**config.mk**
```make
export PLATFORM = sky130hd
export DESIGN_NAME = smi_pending_ext_battery_logic
export DESIGN_NICKNAME = d
export VERILOG_FILES = /design/src/smi_pend_pkg.sv /design/src/smi_pending_ext_battery_logic.sv
export SDC_FILE = /design/constraint.sdc
export NUM_CORES = 1
export LEC_CHECK = 0
export BUFFER_PORTS_ARGS = -buffer_cell sky130_fd_sc_hd__buf_2
export CORE_MARGIN = 10
export CORE_UTILIZATION = 25
export CTS_BUF_LIST = sky130_fd_sc_hd__clkbuf_4 sky130_fd_sc_hd__clkbuf_8
export DETAILED_ROUTE_END_ITERATION = 10
export PLACE_DENSITY = 0.41
export RECOVER_POWER = 25
export SYNTH_ARGS = -nofsm -noshare
export SYNTH_HDL_FRONTEND = slang
export SYNTH_SLANG_ARGS = --single-unit
```
**constraint.sdc**
```tcl
create_clock -name core_clk -period 2.2 [get_ports core_clk]
set_input_delay 0.33 -clock core_clk [delete_from_list [all_inputs] [get_ports core_clk]]
set_output_delay 0.33 -clock core_clk [all_outputs]
set_load 0.01 [all_outputs]
```
**src/smi_pend_pkg.sv**
```systemverilog
// Package for the SMI pending / external SMI / battery-level block.
// Assumes an 8-bit register port with index addresses and one 100 MHz clock.
`default_nettype none

package smi_pend_pkg;

  // Clock figures
  localparam int unsigned CLK_PERIOD_NS = 10;

  // Register indexes
  localparam logic [7:0] IDX_REGISTER_A      = 8'h43;
  localparam logic [7:0] IDX_MEM_SPACE_CTRL  = 8'h74;
  localparam logic [7:0] IDX_SRC_ENABLE      = 8'h82;
  localparam logic [7:0] IDX_SOCKET_STATUS   = 8'hA2;
  localparam logic [7:0] IDX_CPU_STATUS      = 8'hA3;
  localparam logic [7:0] IDX_SMI_EVENT       = 8'hA5;
  localparam logic [7:0] IDX_PMU_CTRL2       = 8'hAF;
  localparam logic [7:0] IDX_FUNC_ENABLE     = 8'hB0;
  localparam logic [7:0] IDX_MISC_STATUS     = 8'hB3;

  // Field positions
  localparam int unsigned FE_EXT_EN_BIT      = 4;
  localparam int unsigned FE_EXT_POL_BIT     = 5;
  localparam int unsigned MS_EXT_LEVEL_BIT   = 1;
  localparam int unsigned PC2_SLOW_BIT       = 5;
  localparam int unsigned MSC_NO_SLEEP_BIT   = 6;
  localparam int unsigned SE_LOW_DOZE_BIT    = 1;
  localparam int unsigned SE_DOZE_SLEEP_BIT  = 2;
  localparam int unsigned SE_BATT_BASE_BIT   = 5;
  localparam int unsigned EV_BATT_BASE_BIT   = 5;
  localparam int unsigned CS_BATT_BASE_BIT   = 0;
  localparam int unsigned RA_IO_BASE_BIT     = 0;
  localparam int unsigned RA_PMU_BIT         = 5;
  localparam int unsigned NUM_IO_SRC         = 5;
  localparam int unsigned NUM_BATT           = 3;

  // Reset values
  localparam logic [7:0] RST_SRC_ENABLE      = 8'h00;
  localparam logic [7:0] RST_FUNC_ENABLE     = 8'h00;
  localparam logic [7:0] RST_PMU_CTRL2       = 8'h00;
  localparam logic [7:0] RST_MEM_SPACE_CTRL  = 8'h00;
  localparam logic [7:0] RD_UNMAPPED         = 8'h00;

  typedef enum logic [2:0] {
    PMU_HIGH    = 3'b000,
    PMU_LOW     = 3'b001,
    PMU_DOZE    = 3'b010,
    PMU_SLEEP   = 3'b011,
    PMU_SUSPEND = 3'b100,
    PMU_OFF     = 3'b101
  } pmu_mode_t;

  typedef enum logic [1:0] {
    SMI_IDLE    = 2'b00,
    SMI_ASSERT  = 2'b01,
    SMI_SERVICE = 2'b10
  } smi_state_t;

  typedef struct packed {
    logic [7:0] addr;
    logic [7:0] wdata;
    logic       wr;
    logic       rd;
  } reg_req_t;

  typedef struct packed {
    logic ac_present;
    logic bl4_n;
    logic bl3_n;
    logic bl2_n;
    logic bl1_n;
    logic ext_req;
  } pin_group_t;

endpackage
`default_nettype wire

```
**src/smi_pending_ext_battery_logic.sv**
```systemverilog
// SMI pending, external SMI request and battery-level SMI logic of the PMU.
// Assumes a CPU that reports its SMI handler as a level, a PMU that reports
// its mode and issues refresh pulses, and pins asynchronous to core_clk.
//
// The address map and the strobed register port were decided locally.
`timescale 1ns/1ps
`default_nettype none

module smi_pending_ext_battery_logic #(
  parameter int unsigned NUM_IO = 5
) (
  input  wire logic                      core_clk,
  input  wire logic                      srst,
  input  wire logic                      clk_en,
  input  wire smi_pend_pkg::reg_req_t    reg_req,
  output logic [7:0]                     reg_rdata,
  input  wire smi_pend_pkg::pin_group_t  pins,
  input  wire logic [NUM_IO-1:0]         io_decode_smi,
  input  wire logic                      smi_active,
  input  wire logic                      refresh_pulse,
  input  wire smi_pend_pkg::pmu_mode_t   pmu_mode,
  input  wire logic                      cpu_clock_stopped,
  output logic                           smi_request,
  output logic                           cpu_clock_force_run,
  output logic                           slow_clock_force,
  output logic                           force_step_down
);

  initial begin
    if (NUM_IO != smi_pend_pkg::NUM_IO_SRC) begin
      $error("NUM_IO must match the I/O decode field of the status register");
    end
  end

  // Register accesses
  logic wr_src_en;
  logic wr_func_en;
  logic wr_pmu_ctrl2;
  logic wr_mem_ctrl;
  logic wr_socket;
  logic wr_event;
  logic wr_reg_a;
  logic rd_event;

  assign wr_src_en    = reg_req.wr && reg_req.addr == smi_pend_pkg::IDX_SRC_ENABLE;
  assign wr_func_en   = reg_req.wr && reg_req.addr == smi_pend_pkg::IDX_FUNC_ENABLE;
  assign wr_pmu_ctrl2 = reg_req.wr && reg_req.addr == smi_pend_pkg::IDX_PMU_CTRL2;
  assign wr_mem_ctrl  = reg_req.wr && reg_req.addr == smi_pend_pkg::IDX_MEM_SPACE_CTRL;
  assign wr_socket    = reg_req.wr && reg_req.addr == smi_pend_pkg::IDX_SOCKET_STATUS;
  assign wr_event     = reg_req.wr && reg_req.addr == smi_pend_pkg::IDX_SMI_EVENT;
  assign wr_reg_a     = reg_req.wr && reg_req.addr == smi_pend_pkg::IDX_REGISTER_A;
  assign rd_event     = reg_req.rd && reg_req.addr == smi_pend_pkg::IDX_SMI_EVENT;

  // Pin synchronisers; the first stage feeds only the second
  smi_pend_pkg::pin_group_t pin_meta_q;
  smi_pend_pkg::pin_group_t pin_sync_q;
  smi_pend_pkg::pin_group_t pin_prev_q;

  always_ff @(posedge core_clk) begin
    if (srst) begin
      pin_meta_q <= '0;
      pin_sync_q <= '0;
      pin_prev_q <= '0;
    end else if (clk_en) begin
      pin_meta_q <= pins;
      pin_sync_q <= pin_meta_q;
      pin_prev_q <= pin_sync_q;
    end
  end

  // Control registers
  logic [7:0] src_enable_q;
  logic [7:0] func_enable_q;
  logic [7:0] pmu_ctrl2_q;
  logic [7:0] mem_ctrl_q;

  always_ff @(posedge core_clk) begin
    if (srst) begin
      src_enable_q  <= smi_pend_pkg::RST_SRC_ENABLE;
      func_enable_q <= smi_pend_pkg::RST_FUNC_ENABLE;
      pmu_ctrl2_q   <= smi_pend_pkg::RST_PMU_CTRL2;
      mem_ctrl_q    <= smi_pend_pkg::RST_MEM_SPACE_CTRL;
    end else if (clk_en) begin
      if (wr_src_en) begin
        src_enable_q <= reg_req.wdata;
      end
      if (wr_func_en) begin
        func_enable_q <= reg_req.wdata;
      end
      if (wr_pmu_ctrl2) begin
        pmu_ctrl2_q <= reg_req.wdata;
      end
      if (wr_mem_ctrl) begin
        mem_ctrl_q <= reg_req.wdata;
      end
    end
  end

  // External request input
  logic ext_enable;
  logic ext_pol_low;
  logic ext_level_active;
  logic ext_edge;

  assign ext_enable       = func_enable_q[smi_pend_pkg::FE_EXT_EN_BIT];
  assign ext_pol_low      = func_enable_q[smi_pend_pkg::FE_EXT_POL_BIT];
  assign ext_level_active = pin_sync_q.ext_req ^ ext_pol_low;
  assign ext_edge         = ext_enable && ext_level_active
                            && !(pin_prev_q.ext_req ^ ext_pol_low);

  // Battery channels: index 0 and 2 rearm on level, index 1 fires on falling edge
  logic [smi_pend_pkg::NUM_BATT-1:0] batt_lvl;
  logic [smi_pend_pkg::NUM_BATT-1:0] batt_prev;
  logic [smi_pend_pkg::NUM_BATT-1:0] batt_fire;
  logic [smi_pend_pkg::NUM_BATT-1:0] batt_fired_q;
  logic [smi_pend_pkg::NUM_BATT-1:0] batt_look_q;
  logic [smi_pend_pkg::NUM_BATT-1:0] event_q;
  logic                              bl2_masked;

  assign batt_lvl  = {pin_sync_q.bl3_n, pin_sync_q.bl2_n, pin_sync_q.bl1_n};
  assign batt_prev = {pin_prev_q.bl3_n, pin_prev_q.bl2_n, pin_prev_q.bl1_n};

  assign bl2_masked = pmu_mode == smi_pend_pkg::PMU_SLEEP
                      || pmu_mode == smi_pend_pkg::PMU_SUSPEND
                      || pmu_mode == smi_pend_pkg::PMU_OFF
                      || !pin_sync_q.bl4_n;

  genvar gi;
  generate
    for (gi = 0; gi < smi_pend_pkg::NUM_BATT; gi++) begin : g_batt
      logic enabled;
      assign enabled = src_enable_q[smi_pend_pkg::SE_BATT_BASE_BIT + gi];
      if (gi == 1) begin : g_edge
        assign batt_fire[gi] = enabled && !bl2_masked && !batt_fired_q[gi]
                               && batt_prev[gi] && !batt_lvl[gi];
      end else begin : g_level
        assign batt_fire[gi] = enabled && !batt_fired_q[gi]
                               && batt_lvl[gi] == batt_look_q[gi];
      end

      always_ff @(posedge core_clk) begin
        if (srst) begin
          batt_fired_q[gi] <= 1'b0;
          batt_look_q[gi]  <= 1'b0;
        end else if (clk_en) begin
          if (rd_event && batt_fired_q[gi]) begin
            batt_fired_q[gi] <= 1'b0;
            batt_look_q[gi]  <= ~batt_look_q[gi];
          end else if (batt_fire[gi]) begin
            batt_fired_q[gi] <= 1'b1;
          end
        end
      end

      // Set wins over a same-cycle write clear
      always_ff @(posedge core_clk) begin
        if (srst) begin
          event_q[gi] <= 1'b0;
        end else if (clk_en) begin
          if (batt_fire[gi]) begin
            event_q[gi] <= 1'b1;
          end else if (wr_event) begin
            event_q[gi] <= 1'b0;
          end
        end
      end
    end
  endgenerate

  // PMU request, cleared by a socket status write; a new event wins
  logic pmu_req_q;

  always_ff @(posedge core_clk) begin
    if (srst) begin
      pmu_req_q <= 1'b0;
    end else if (clk_en) begin
      if (|batt_fire) begin
        pmu_req_q <= 1'b1;
      end else if (wr_socket) begin
        pmu_req_q <= 1'b0;
      end
    end
  end

  // I/O decode status bits, write one to clear, set wins
  logic [NUM_IO-1:0] io_status_q;

  always_ff @(posedge core_clk) begin
    if (srst) begin
      io_status_q <= '0;
    end else if (clk_en) begin
      io_status_q <= io_decode_smi
                     | (io_status_q & ~(wr_reg_a ? reg_req.wdata[NUM_IO-1:0] : '0));
    end
  end

  // SMI sequencer
  smi_pend_pkg::smi_state_t smi_state_q;
  logic                     ext_pend_q;
  logic                     io_pend_q;
  logic                     any_req;

  assign any_req = ext_pend_q || io_pend_q || pmu_req_q;

  always_ff @(posedge core_clk) begin
    if (srst) begin
      smi_state_q <= smi_pend_pkg::SMI_IDLE;
    end else if (clk_en) begin
      unique case (smi_state_q)
        smi_pend_pkg::SMI_IDLE: begin
          if (any_req) begin
            smi_state_q <= smi_pend_pkg::SMI_ASSERT;
          end
        end
        smi_pend_pkg::SMI_ASSERT: begin
          if (smi_active) begin
            smi_state_q <= smi_pend_pkg::SMI_SERVICE;
          end
        end
        smi_pend_pkg::SMI_SERVICE: begin
          if (!smi_active) begin
            // A still-active external level re-requests at once, not one cycle later via ext_pend_q
            smi_state_q <= (any_req || (ext_enable && ext_level_active)) ? smi_pend_pkg::SMI_ASSERT
                                                                         : smi_pend_pkg::SMI_IDLE;
          end
        end
        default: begin
          smi_state_q <= smi_pend_pkg::SMI_IDLE;
        end
      endcase
    end
  end

  // External pending: taken at acceptance, re-armed while the level stays active
  always_ff @(posedge core_clk) begin
    if (srst) begin
      ext_pend_q <= 1'b0;
    end else if (clk_en) begin
      if (ext_edge) begin
        ext_pend_q <= 1'b1;
      end else if (smi_state_q == smi_pend_pkg::SMI_SERVICE && !smi_active
                   && ext_enable && ext_level_active) begin
        ext_pend_q <= 1'b1;
      end else if (smi_state_q == smi_pend_pkg::SMI_ASSERT && smi_active) begin
        ext_pend_q <= 1'b0;
      end
    end
  end

  // I/O decodes only start an SMI when none is in service
  always_ff @(posedge core_clk) begin
    if (srst) begin
      io_pend_q <= 1'b0;
    end else if (clk_en) begin
      if (smi_state_q == smi_pend_pkg::SMI_IDLE && |io_decode_smi) begin
        io_pend_q <= 1'b1;
      end else if (smi_state_q == smi_pend_pkg::SMI_ASSERT && smi_active) begin
        io_pend_q <= 1'b0;
      end
    end
  end

  assign smi_request = smi_state_q == smi_pend_pkg::SMI_ASSERT;

  // CPU clock hold: released on the refresh after an event register write
  logic clk_run_q;
  logic release_pend_q;
  logic run_start;

  assign run_start = batt_fire[0] || batt_fire[2]
                     || (batt_fire[1] && pmu_mode == smi_pend_pkg::PMU_DOZE
                         && cpu_clock_stopped);

  always_ff @(posedge core_clk) begin
    if (srst) begin
      release_pend_q <= 1'b0;
    end else if (clk_en) begin
      if (wr_event) begin
        release_pend_q <= 1'b1;
      end else if (refresh_pulse) begin
        release_pend_q <= 1'b0;
      end
    end
  end

  always_ff @(posedge core_clk) begin
    if (srst) begin
      clk_run_q <= 1'b0;
    end else if (clk_en) begin
      if (run_start) begin
        clk_run_q <= 1'b1;
      end else if (refresh_pulse && release_pend_q) begin
        clk_run_q <= 1'b0;
      end
    end
  end

  assign cpu_clock_force_run = clk_run_q;

  // Slow clock and forced step-down toward Sleep
  logic slow_q;
  logic step_q;
  logic step_paused;
  logic step_wanted;

  assign step_paused = pmu_req_q
                       && ((pmu_mode == smi_pend_pkg::PMU_LOW
                            && src_enable_q[smi_pend_pkg::SE_LOW_DOZE_BIT])
                        || (pmu_mode == smi_pend_pkg::PMU_DOZE
                            && src_enable_q[smi_pend_pkg::SE_DOZE_SLEEP_BIT]));
  assign step_wanted = !pin_sync_q.bl2_n && !pin_sync_q.ac_present
                       && !mem_ctrl_q[smi_pend_pkg::MSC_NO_SLEEP_BIT]
                       && (pmu_mode == smi_pend_pkg::PMU_HIGH
                           || pmu_mode == smi_pend_pkg::PMU_LOW
                           || pmu_mode == smi_pend_pkg::PMU_DOZE);

  always_ff @(posedge core_clk) begin
    if (srst) begin
      slow_q <= 1'b0;
      step_q <= 1'b0;
    end else if (clk_en) begin
      slow_q <= pmu_ctrl2_q[smi_pend_pkg::PC2_SLOW_BIT]
                && !pin_sync_q.bl1_n && !pin_sync_q.ac_present;
      step_q <= refresh_pulse && step_wanted && !step_paused;
    end
  end

  assign slow_clock_force = slow_q;
  assign force_step_down  = step_q;

  // Read port, data in the cycle after the strobe
  logic [7:0] rd_mux;

  always_comb begin
    rd_mux = smi_pend_pkg::RD_UNMAPPED;
    unique case (reg_req.addr)
      smi_pend_pkg::IDX_REGISTER_A: begin
        rd_mux = '0;
        rd_mux[smi_pend_pkg::RA_IO_BASE_BIT +: NUM_IO] = io_status_q;
        rd_mux[smi_pend_pkg::RA_PMU_BIT] = pmu_req_q;
      end
      smi_pend_pkg::IDX_MEM_SPACE_CTRL: rd_mux = mem_ctrl_q;
      smi_pend_pkg::IDX_SRC_ENABLE:     rd_mux = src_enable_q;
      smi_pend_pkg::IDX_CPU_STATUS: begin
        rd_mux = '0;
        rd_mux[smi_pend_pkg::CS_BATT_BASE_BIT +: smi_pend_pkg::NUM_BATT] = batt_lvl;
      end
      smi_pend_pkg::IDX_SMI_EVENT: begin
        rd_mux = '0;
        rd_mux[smi_pend_pkg::EV_BATT_BASE_BIT +: smi_pend_pkg::NUM_BATT] = event_q;
      end
      smi_pend_pkg::IDX_PMU_CTRL2:      rd_mux = pmu_ctrl2_q;
      smi_pend_pkg::IDX_FUNC_ENABLE:    rd_mux = func_enable_q;
      smi_pend_pkg::IDX_MISC_STATUS: begin
        rd_mux = '0;
        rd_mux[smi_pend_pkg::MS_EXT_LEVEL_BIT] = pin_sync_q.ext_req;
      end
      default: rd_mux = smi_pend_pkg::RD_UNMAPPED;
    endcase
  end

  always_ff @(posedge core_clk) begin
    if (srst) begin
      reg_rdata <= '0;
    end else if (clk_en) begin
      reg_rdata <= reg_req.rd ? rd_mux : 8'h00;
    end
  end

endmodule // smi_pending_ext_battery_logic
`default_nettype wire

```
==> summary.md, run 1 <==
| Metric | Value |
|---|---|
| Status | finished, final reports clean |
| First-pass GRT wire length | 17300 um |
| Gr usage total | between 10% and 20% |
| Fraction of synthesized cell area in xor and xnor cells | between 1.5 and 2% |
| Die area | 0.0189 mm2 |
| Stages on worst setup path | 6 |
| # resized after CTS | 0 |
| Mux contribution to synthesized area | between 10% and 20% |
| CP Launch Type | primary input |
| Slowest cell delay on critical path | around 0.61 ns |
| Seq/Total Area, Yosys | between 40% and 50% |
| Residual DRC count | 0 |
| Final period utilization | approximately four fifths |
| Worst hold path class | primary input to flip-flop |
| FFs w/ async S/R, synth | 0% |
| Adder-cell share of the synthesized area | 0% |
| Clock network fraction of design power | a little over two fifths |
| Leak Pwr | 0.00171 uW |
| Total power | about 2900 uW |
| Final min period | between 1.5 and 2 ns |
| Clk_skew | around 0.011 ns |
| RSZ-0062 raised after global routing | false |
| Initial DRC Count | 269 |
| Area contributors post-synth | dfxtp_1 44%, mux2i_1 13%, nor2_1 6.2%, nand2_1 3.4%, a21oi_1 2.8% |
| Final HPWL from detailed placement | between 8000 and 9000 um |
| I/O Buffers | between 40 and 50 |
| Drt pass-1 iters | 6 |
| Cells along the critical path | buf_2 > or4bb_1 > nor2b_1 > o21ai_0 > a21o_4 > a221oi_2 |
| Largest net degree at the start of global routing | 54 |
| Post-detailed-route count of antenna-violating nets | 0 |
| Synth top area share | about 44% |
| Routed vias/inst | between 4 and 5 |
| Net count after synthesis | 407 |
| Synth top cells by count | 76 x dfxtp_1, 57 x nor2_1, 46 x mux2i_1, 31 x nand2_1, 19 x a21oi_1 |
| Largest family of logic cells by synthesized area | simple AND/OR/NAND/NOR gates |
| Drt wl/cell | around 18 um |
| Chip height | about 140 um |
| Compound-Gate Fraction of Synth Area | 16.7% |
| CTS H-tree depth | 3 |
| Slew headroom | a little under half |
| Simple-gate share of the synthesized area | a little over a fifth |
| Remaining Overflow, GRT | 0 |
| Area grow syn2layout | 21.7% |
| Final TNS setup | 0 ns |
| Core ar. | between 0.01 and 0.015 mm2 |
| Comb pwr share | under 10% |
| Required time worst endpoint | 2.47 ns |
| Dominant synthesized flop cell | dfxtp_1 |
| Max cap viols | 0 |
| CP endpoint kind | flip-flop |
| Cts hold-fix bufs | 0 |
| Measured slew at the worst slew-check pin | between 0.7 and 0.8 ns |
| Vias in the first global route | just over 3000 |
| Cell Area, Synth | about 0.0034 mm2 |
| Int Power | ~2200 uW |
| FF-to-FF path depth | 5 |
| Crit path DAT | 2.01 ns |
| Detailed Route WL | roughly 11000 um |
| Initial antenna violation count | 0 |
| Share of post-route cells with drive strength above 1 | a little over a fifth |
| Net Sw Power | a little over 700 uW |
| Antenna diode count | 0 |
| Initial Util | about 26% |
| Flop pwr share | 49.1% |
| Vias post-DR | 2985 |
| Worst skew pair latency | 0.36 ns |
| Pwr/cell area | between 600 and 700 mW/mm2 |
| Final Hold Viols | 0 |
| Most frequent cell after synthesis | dfxtp_1 |
| CTS tree | done |
| Gpl congestion | 0.787 |
| IR drop worst, VDD | ~0.32 mV |
| Hold Path Stages | 3 |
| I/O pins | 50 |
| Crit Path Max Fanout | 9 |
| Clock Tree Root | clkbuf_8 |
| Area leader, netlist | dfxtp_1 |
| Setup CP Type | primary input to flip-flop |
| Nets | between 400 and 500 |
| Synth cell types | 51 |
| Buffer and inverter count on the worst path | 1 |
| Sink Count | between 70 and 80 |
| Syn. warnings | 0 |
| Sw Ratio | 25.1% |
| Synthesized instance count | ~370 |
| Setup violators final | 0 |
| Synthesized area per cell | roughly 9.3 um2 |
| Critical path's top delay family | simple AND/OR/NAND/NOR gates |
| Flops & latches, synth | 76 |
| EDFF count, synth | 0 |
| Clk buf depth | 2 |
| Site Rows | 42 |
| Num CTS Buffers | 9 |
| Fmax | between 0.5 and 0.6 GHz |
| Die X | ~140 um |
| Pins Over Slew Limit | 0 |
| Clock Pin Slew Worst Setup and Hold Paths | around 0.090 ns |
| Final hold slack | between 0.15 and 0.2 ns |
| Crit-path slowest cell | or4bb_1 |
| Post-CTS setup buffer count | 0 |
[state kept, by name, indices dropped and copies added (netlist names), 2 cells and up]
signal	count
batt_fired_q	3
batt_look_q	2
batt_lvl	3
event_q	3
func_enable_q	8
io_status_q	5
mem_ctrl_q	8
pin_meta_q	6
pin_sync_q	3
pmu_ctrl2_q	8
reg_rdata	8
smi_state_q	2
src_enable_q	8
[worst register-to-register path, cell delays in order, from the launching register on]
cell	delay [ns]
dfxtp_1	0.44
xor2_1	0.15
and2_1	0.17
a21oi_1	0.08
a2111o_1	0.39
a21oi_1	0.13
[metal layers]
layer / wire length (um) / part of all wire (%) / GRT usage, %
met5: 0 / 0 / 0
met4: 145 / 1.3 / 3.16
met3: 627 / 5.7 / 3.50
met2: 5000 / 45 / 18.6
met1: 5310 / 48 / 16.0
[layout make-up]
| class | instances | area [um2] |
|---|---|---|
| Fill cell | 1441 | 9210 |
| Sequential cell | 76 | 1520 |
| Clock buffer | 10 | 138 |
| Inverter | 8 | 30.0 |
| Tap cell | 176 | 220 |
| Multi-Input combinational cell | 267 | 1820 |
| Clock inverter | 6 | 93.8 |
| Timing Repair Buffer | 64 | 374 |
[power by group through the flow]
stage,registers [uW],clock network [uW],logic (uW)
floorplan,1440,0,113
finish,1410,1250,211
global placement,1450,0,212
CTS,1410,1290,214
detailed placement,1450,0,213
global route,1420,1330,234
[per-stage QoR]
| stage | instances | utilization (%) | worst slack [ns] | area [um2] |
|---|---|---|---|---|
| after floorplan | 369 | - | 0.238 | 3450 |
| after global placement | 591 | 29.6 | 0.104 | 3970 |
| after detailed placement | 591 | 29.6 | 0.112 | 3970 |
| after CTS | 607 | 31.4 | 0.488 | 4200 |
| after global routing | 607 | 31.3 | 0.331 | 4200 |
| final | 607 | 31.3 | 0.459 | 4200 |
[cells by family (layout without fill, tap and decap cells)]
group	after synthesis	count (layout)
compound gates	75	75
simple gates	139	139
mux	47	47
xor+xnor	6	6
flops	76	76
buf+inv	26	88
[worst paths after layout]
check                                      start              to  slack, ns
worst max-delay path                 reg_req[13]    reg_rdata[7]       0.46
worst min-delay path                     pins[0]   pin_meta_q[0]       0.20
worst max register to register  func_enable_q[5]  smi_state_q[0]       0.78
worst min register to register        event_q[0]      event_q[0]       0.46
[cell usage in the layout, fill, tap and decap left out, types with 3 or more instances in the layout]
master and n:
buf_2 44, dfxtp_1 76, clkbuf_8 10, a31oi_1 5, o21ai_0 10, nor2_1 57, a221oi_1 4, nand4_1 3
mux2i_1 46, nor4_1 3, nand4b_1 4, a211oi_1 5, nand2_1 31, inv_1 7, a22oi_1 5, a222oi_1 4
a21oi_1 19, nand3_1 8, nor2b_1 4, and2_1 3, a22o_1 7, a221oi_2 6, buf_4 12, clkbuf_1 5
xor2_1 4, nand2b_1 5
(Power assumes the default switching activity.)
==> inputs of run 2 (changes only) <==
- PLACE_DENSITY: 0.41 -> 0.43
- clock period: 2.2 -> 1.5 ns (I/O delays scaled with it)
==> run 2 against run 1 <==
Against the previous run:
- worst hold slack got worse by 0.090 ns
- clock power grew 14%
- final area up 6.9%
- count of clock-buffer cells in the layout increased by 1
- largest cell class unchanged
- highest routed layer unchanged
- flip-flop and latch count unchanged
==> summary.md, run 2 (same netlist as run 1, synthesis figures left out) <==
| Metric | Value |
|---|---|
| Pwr/cell area | 860 mW/mm2 (was 686 mW/mm2) |
| Pins Over Slew Limit | 0 (unchanged) |
| CTS H-tree depth | 3 (unchanged) |
| CTS tree | done (unchanged) |
| Slew headroom | 68.8% (was 47.4%) |
| Met3 Use GR | 2.80% (was 3.50%) |
| Gr usage total | 12.2% (was 12.0%) |
| Critical path's top delay family | simple AND/OR/NAND/NOR gates (unchanged) |
| Area grow syn2layout | 30.1% (was 21.7%) |
| Setup violators final | 0 (unchanged) |
| Crit Path Max Fanout | 8 (was 9) |
| Share of post-route cells with drive strength above 1 | 28.9% (was 21.1%) |
| Core ar. | 0.0134 mm2 (unchanged) |
| Clock Tree Root | clkbuf_8 (unchanged) |
| Cts hold-fix bufs | 0 (unchanged) |
| Gpl congestion | 0.785 (was 0.787) |
| Commonest non-fill, non-tap cells in the layout | 75 x dfxtp_1, 57 x nor2_1, 46 x mux2i_1, 46 x buf_2, 40 x buf_4 (was 76 x dfxtp_1, 57 x nor2_1, 46 x mux2i_1, 44 x buf_2, 31 x nand2_1) |
| Antenna diode count | 0 (unchanged) |
| Initial antenna violation count | 0 (unchanged) |
| Buffer and inverter count on the worst path | 1 (unchanged) |
| Clk_skew | 0.0132 ns (was 0.0107 ns) |
| Measured slew at the worst slew-check pin | 0.466 ns (was 0.788 ns) |
| Largest net degree at the start of global routing | 51 (was 54) |
| Met1 usage | 15.7% (was 16.0%) |
| Vias in the first global route | 3221 (was 3062) |
| Required time worst endpoint | 1.77 ns (was 2.47 ns) |
| CP Launch Type | primary input (unchanged) |
| Initial DRC Count | 223 (was 269) |
| Fmax | around 0.67 GHz |
| Residual DRC count | 0 (unchanged) |
| Final TNS setup | 0 ns (unchanged) |
| Remaining Overflow, GRT | 0 (unchanged) |
| Setup CP Type | primary input to flip-flop (unchanged) |
| Stages on worst setup path | 6 (unchanged) |
| # fillers | 1425 (was 1441) |
| I/O Buffers | 49 (unchanged) |
| Vias post-DR | 3091 (was 2985) |
| Worst skew pair latency | 0.35 ns (was 0.36 ns) |
| Slowest cell delay on critical path | 0.55 ns (was 0.61 ns) |
| Crit path DAT | 1.76 ns (was 2.01 ns) |
| Post-detailed-route count of antenna-violating nets | 0 (unchanged) |
| Chip height | 137 um (unchanged) |
| Most common cell after layout, fill and taps aside | dfxtp_1 (unchanged) |
| Final min period | 1.49 ns |
| Final HPWL from detailed placement | 8560 um (was 8110 um) |
| Max cap viols | 0 (unchanged) |
| Detailed Route WL | 11200 um (was 11100 um) |
| Final period utilization | slightly below 100% |
| Drt pass-1 iters | 8 (was 6) |
| Clock Pin Slew Worst Setup and Hold Paths | 0.08 ns (was 0.09 ns) |
| Hold Path Stages | 3 (unchanged) |
| Clk buf depth | 2 (unchanged) |
| GRT busiest layer | met2 (unchanged) |
| Sink Count | 76 (unchanged) |
| Routed vias/inst | 4.85 (was 4.92) |
| Site Rows | 42 (unchanged) |
| RSZ-0062 raised after global routing | true (was false) |
| Die X | 137 um (unchanged) |
| FF-to-FF path depth | 5 (unchanged) |
| Nets | 495 (was 464) |
| Num CTS Buffers | 9 (unchanged) |
| Final hold slack | 0.108 ns (was 0.198 ns) |
| Worst hold path class | primary input to flip-flop (unchanged) |
| Crit-path slowest cell | or4b_4 (was or4bb_1) |
| Initial Util | 25.7% (unchanged) |
| First-pass GRT wire length | 17900 um (was 17300 um) |
| Leak Pwr | 0.00189 uW (was 0.00171 uW) |
| Cells along the critical path | buf_8 > or4b_4 > nor4_4 > a211oi_2 > a21o_4 > a221oi_2 (was buf_2 > or4bb_1 > nor2b_1 > o21ai_0 > a21o_4 > a221oi_2) |
| Final Hold Viols | 0 (unchanged) |
| CP endpoint kind | flip-flop (unchanged) |
| Die area | 0.0189 mm2 (unchanged) |
| Status | finished, final reports clean (unchanged) |
| IR drop worst, VDD | 0.311 mV (was 0.322 mV) |
| Drt wl/cell | 17.6 um (was 18.3 um) |
| GR met2 Demand/Resource | 19.6% (was 18.6%) |
| I/O pins | 50 (unchanged) |
==> run 2: timing repair <==
| item | in CTS | in global routing |
|---|---|---|
| pin swaps | 1 | 2 |
| gates resized for setup | 3 | 8 |
| endpoints found under the hold margin | 0 | 0 |
| setup endpoints to repair | 2 | 11 |
| buffers inserted | 0 | 1 |
==> run 2: worst paths after layout <==
kind	startpoint	slack [ns]	to
hold / removal	pins[5]	0.11	pin_meta_q[5]
setup / recovery	reg_req[10]	0.009	reg_rdata[5]
hold reg to reg	release_pend_q	0.46	release_pend_q
setup reg to reg	pin_sync_q[0]	0.15	smi_state_q[0]
==> run 2: layout make-up <==
type                    instances  area [um2]  share of cell area, %
clock buffers                  11         145                   3.24
clock inverters                 4        26.3                  0.586
inverters                       8        30.0                  0.669
multi-input cells             267        1870                   41.7
flip-flops and latches         76        1520                   33.9
well taps                     176         220                   4.91
repair buffers                 95         672                   15.0
==> run 2: routing by layer <==
metal / part of all wire, % / vias up
met2: 46 / 77
met5: 0 / -
met4: 1.7 / 0
met3: 4.7 / 12
li1: - / 1522
met1: 47 / 1480
==> run 2: tightest hold or removal path, cell delays in order <==
cell and delay, ns:
buf_2 0.08, mux2i_1 0.05, nor2_1 0.07
==> run 2: through the flow <==
stage          util [%]  instance area (um2)  total power [uW]  setup slack [ns]  cells
3_3_place_gp       31.9                 4270              2480            -0.364    621
4_1_cts            33.2                 4450              3900           0.00783    636
5_1_grt            33.5                 4490              4030           -0.0650    637
6_report           33.5                 4490              3860           0.00852    637
2_1_floorplan         -                 3490              2280            -0.355    369
3_5_place_dp       31.9                 4270              2480            -0.400    621
==> run 2: power by group <==
part / total [uW] / internal [uW] / switching [uW]
registers: 2070 / 2050 / 24.9
logic: 363 / 161 / 202
clock network: 1420 / 653 / 769
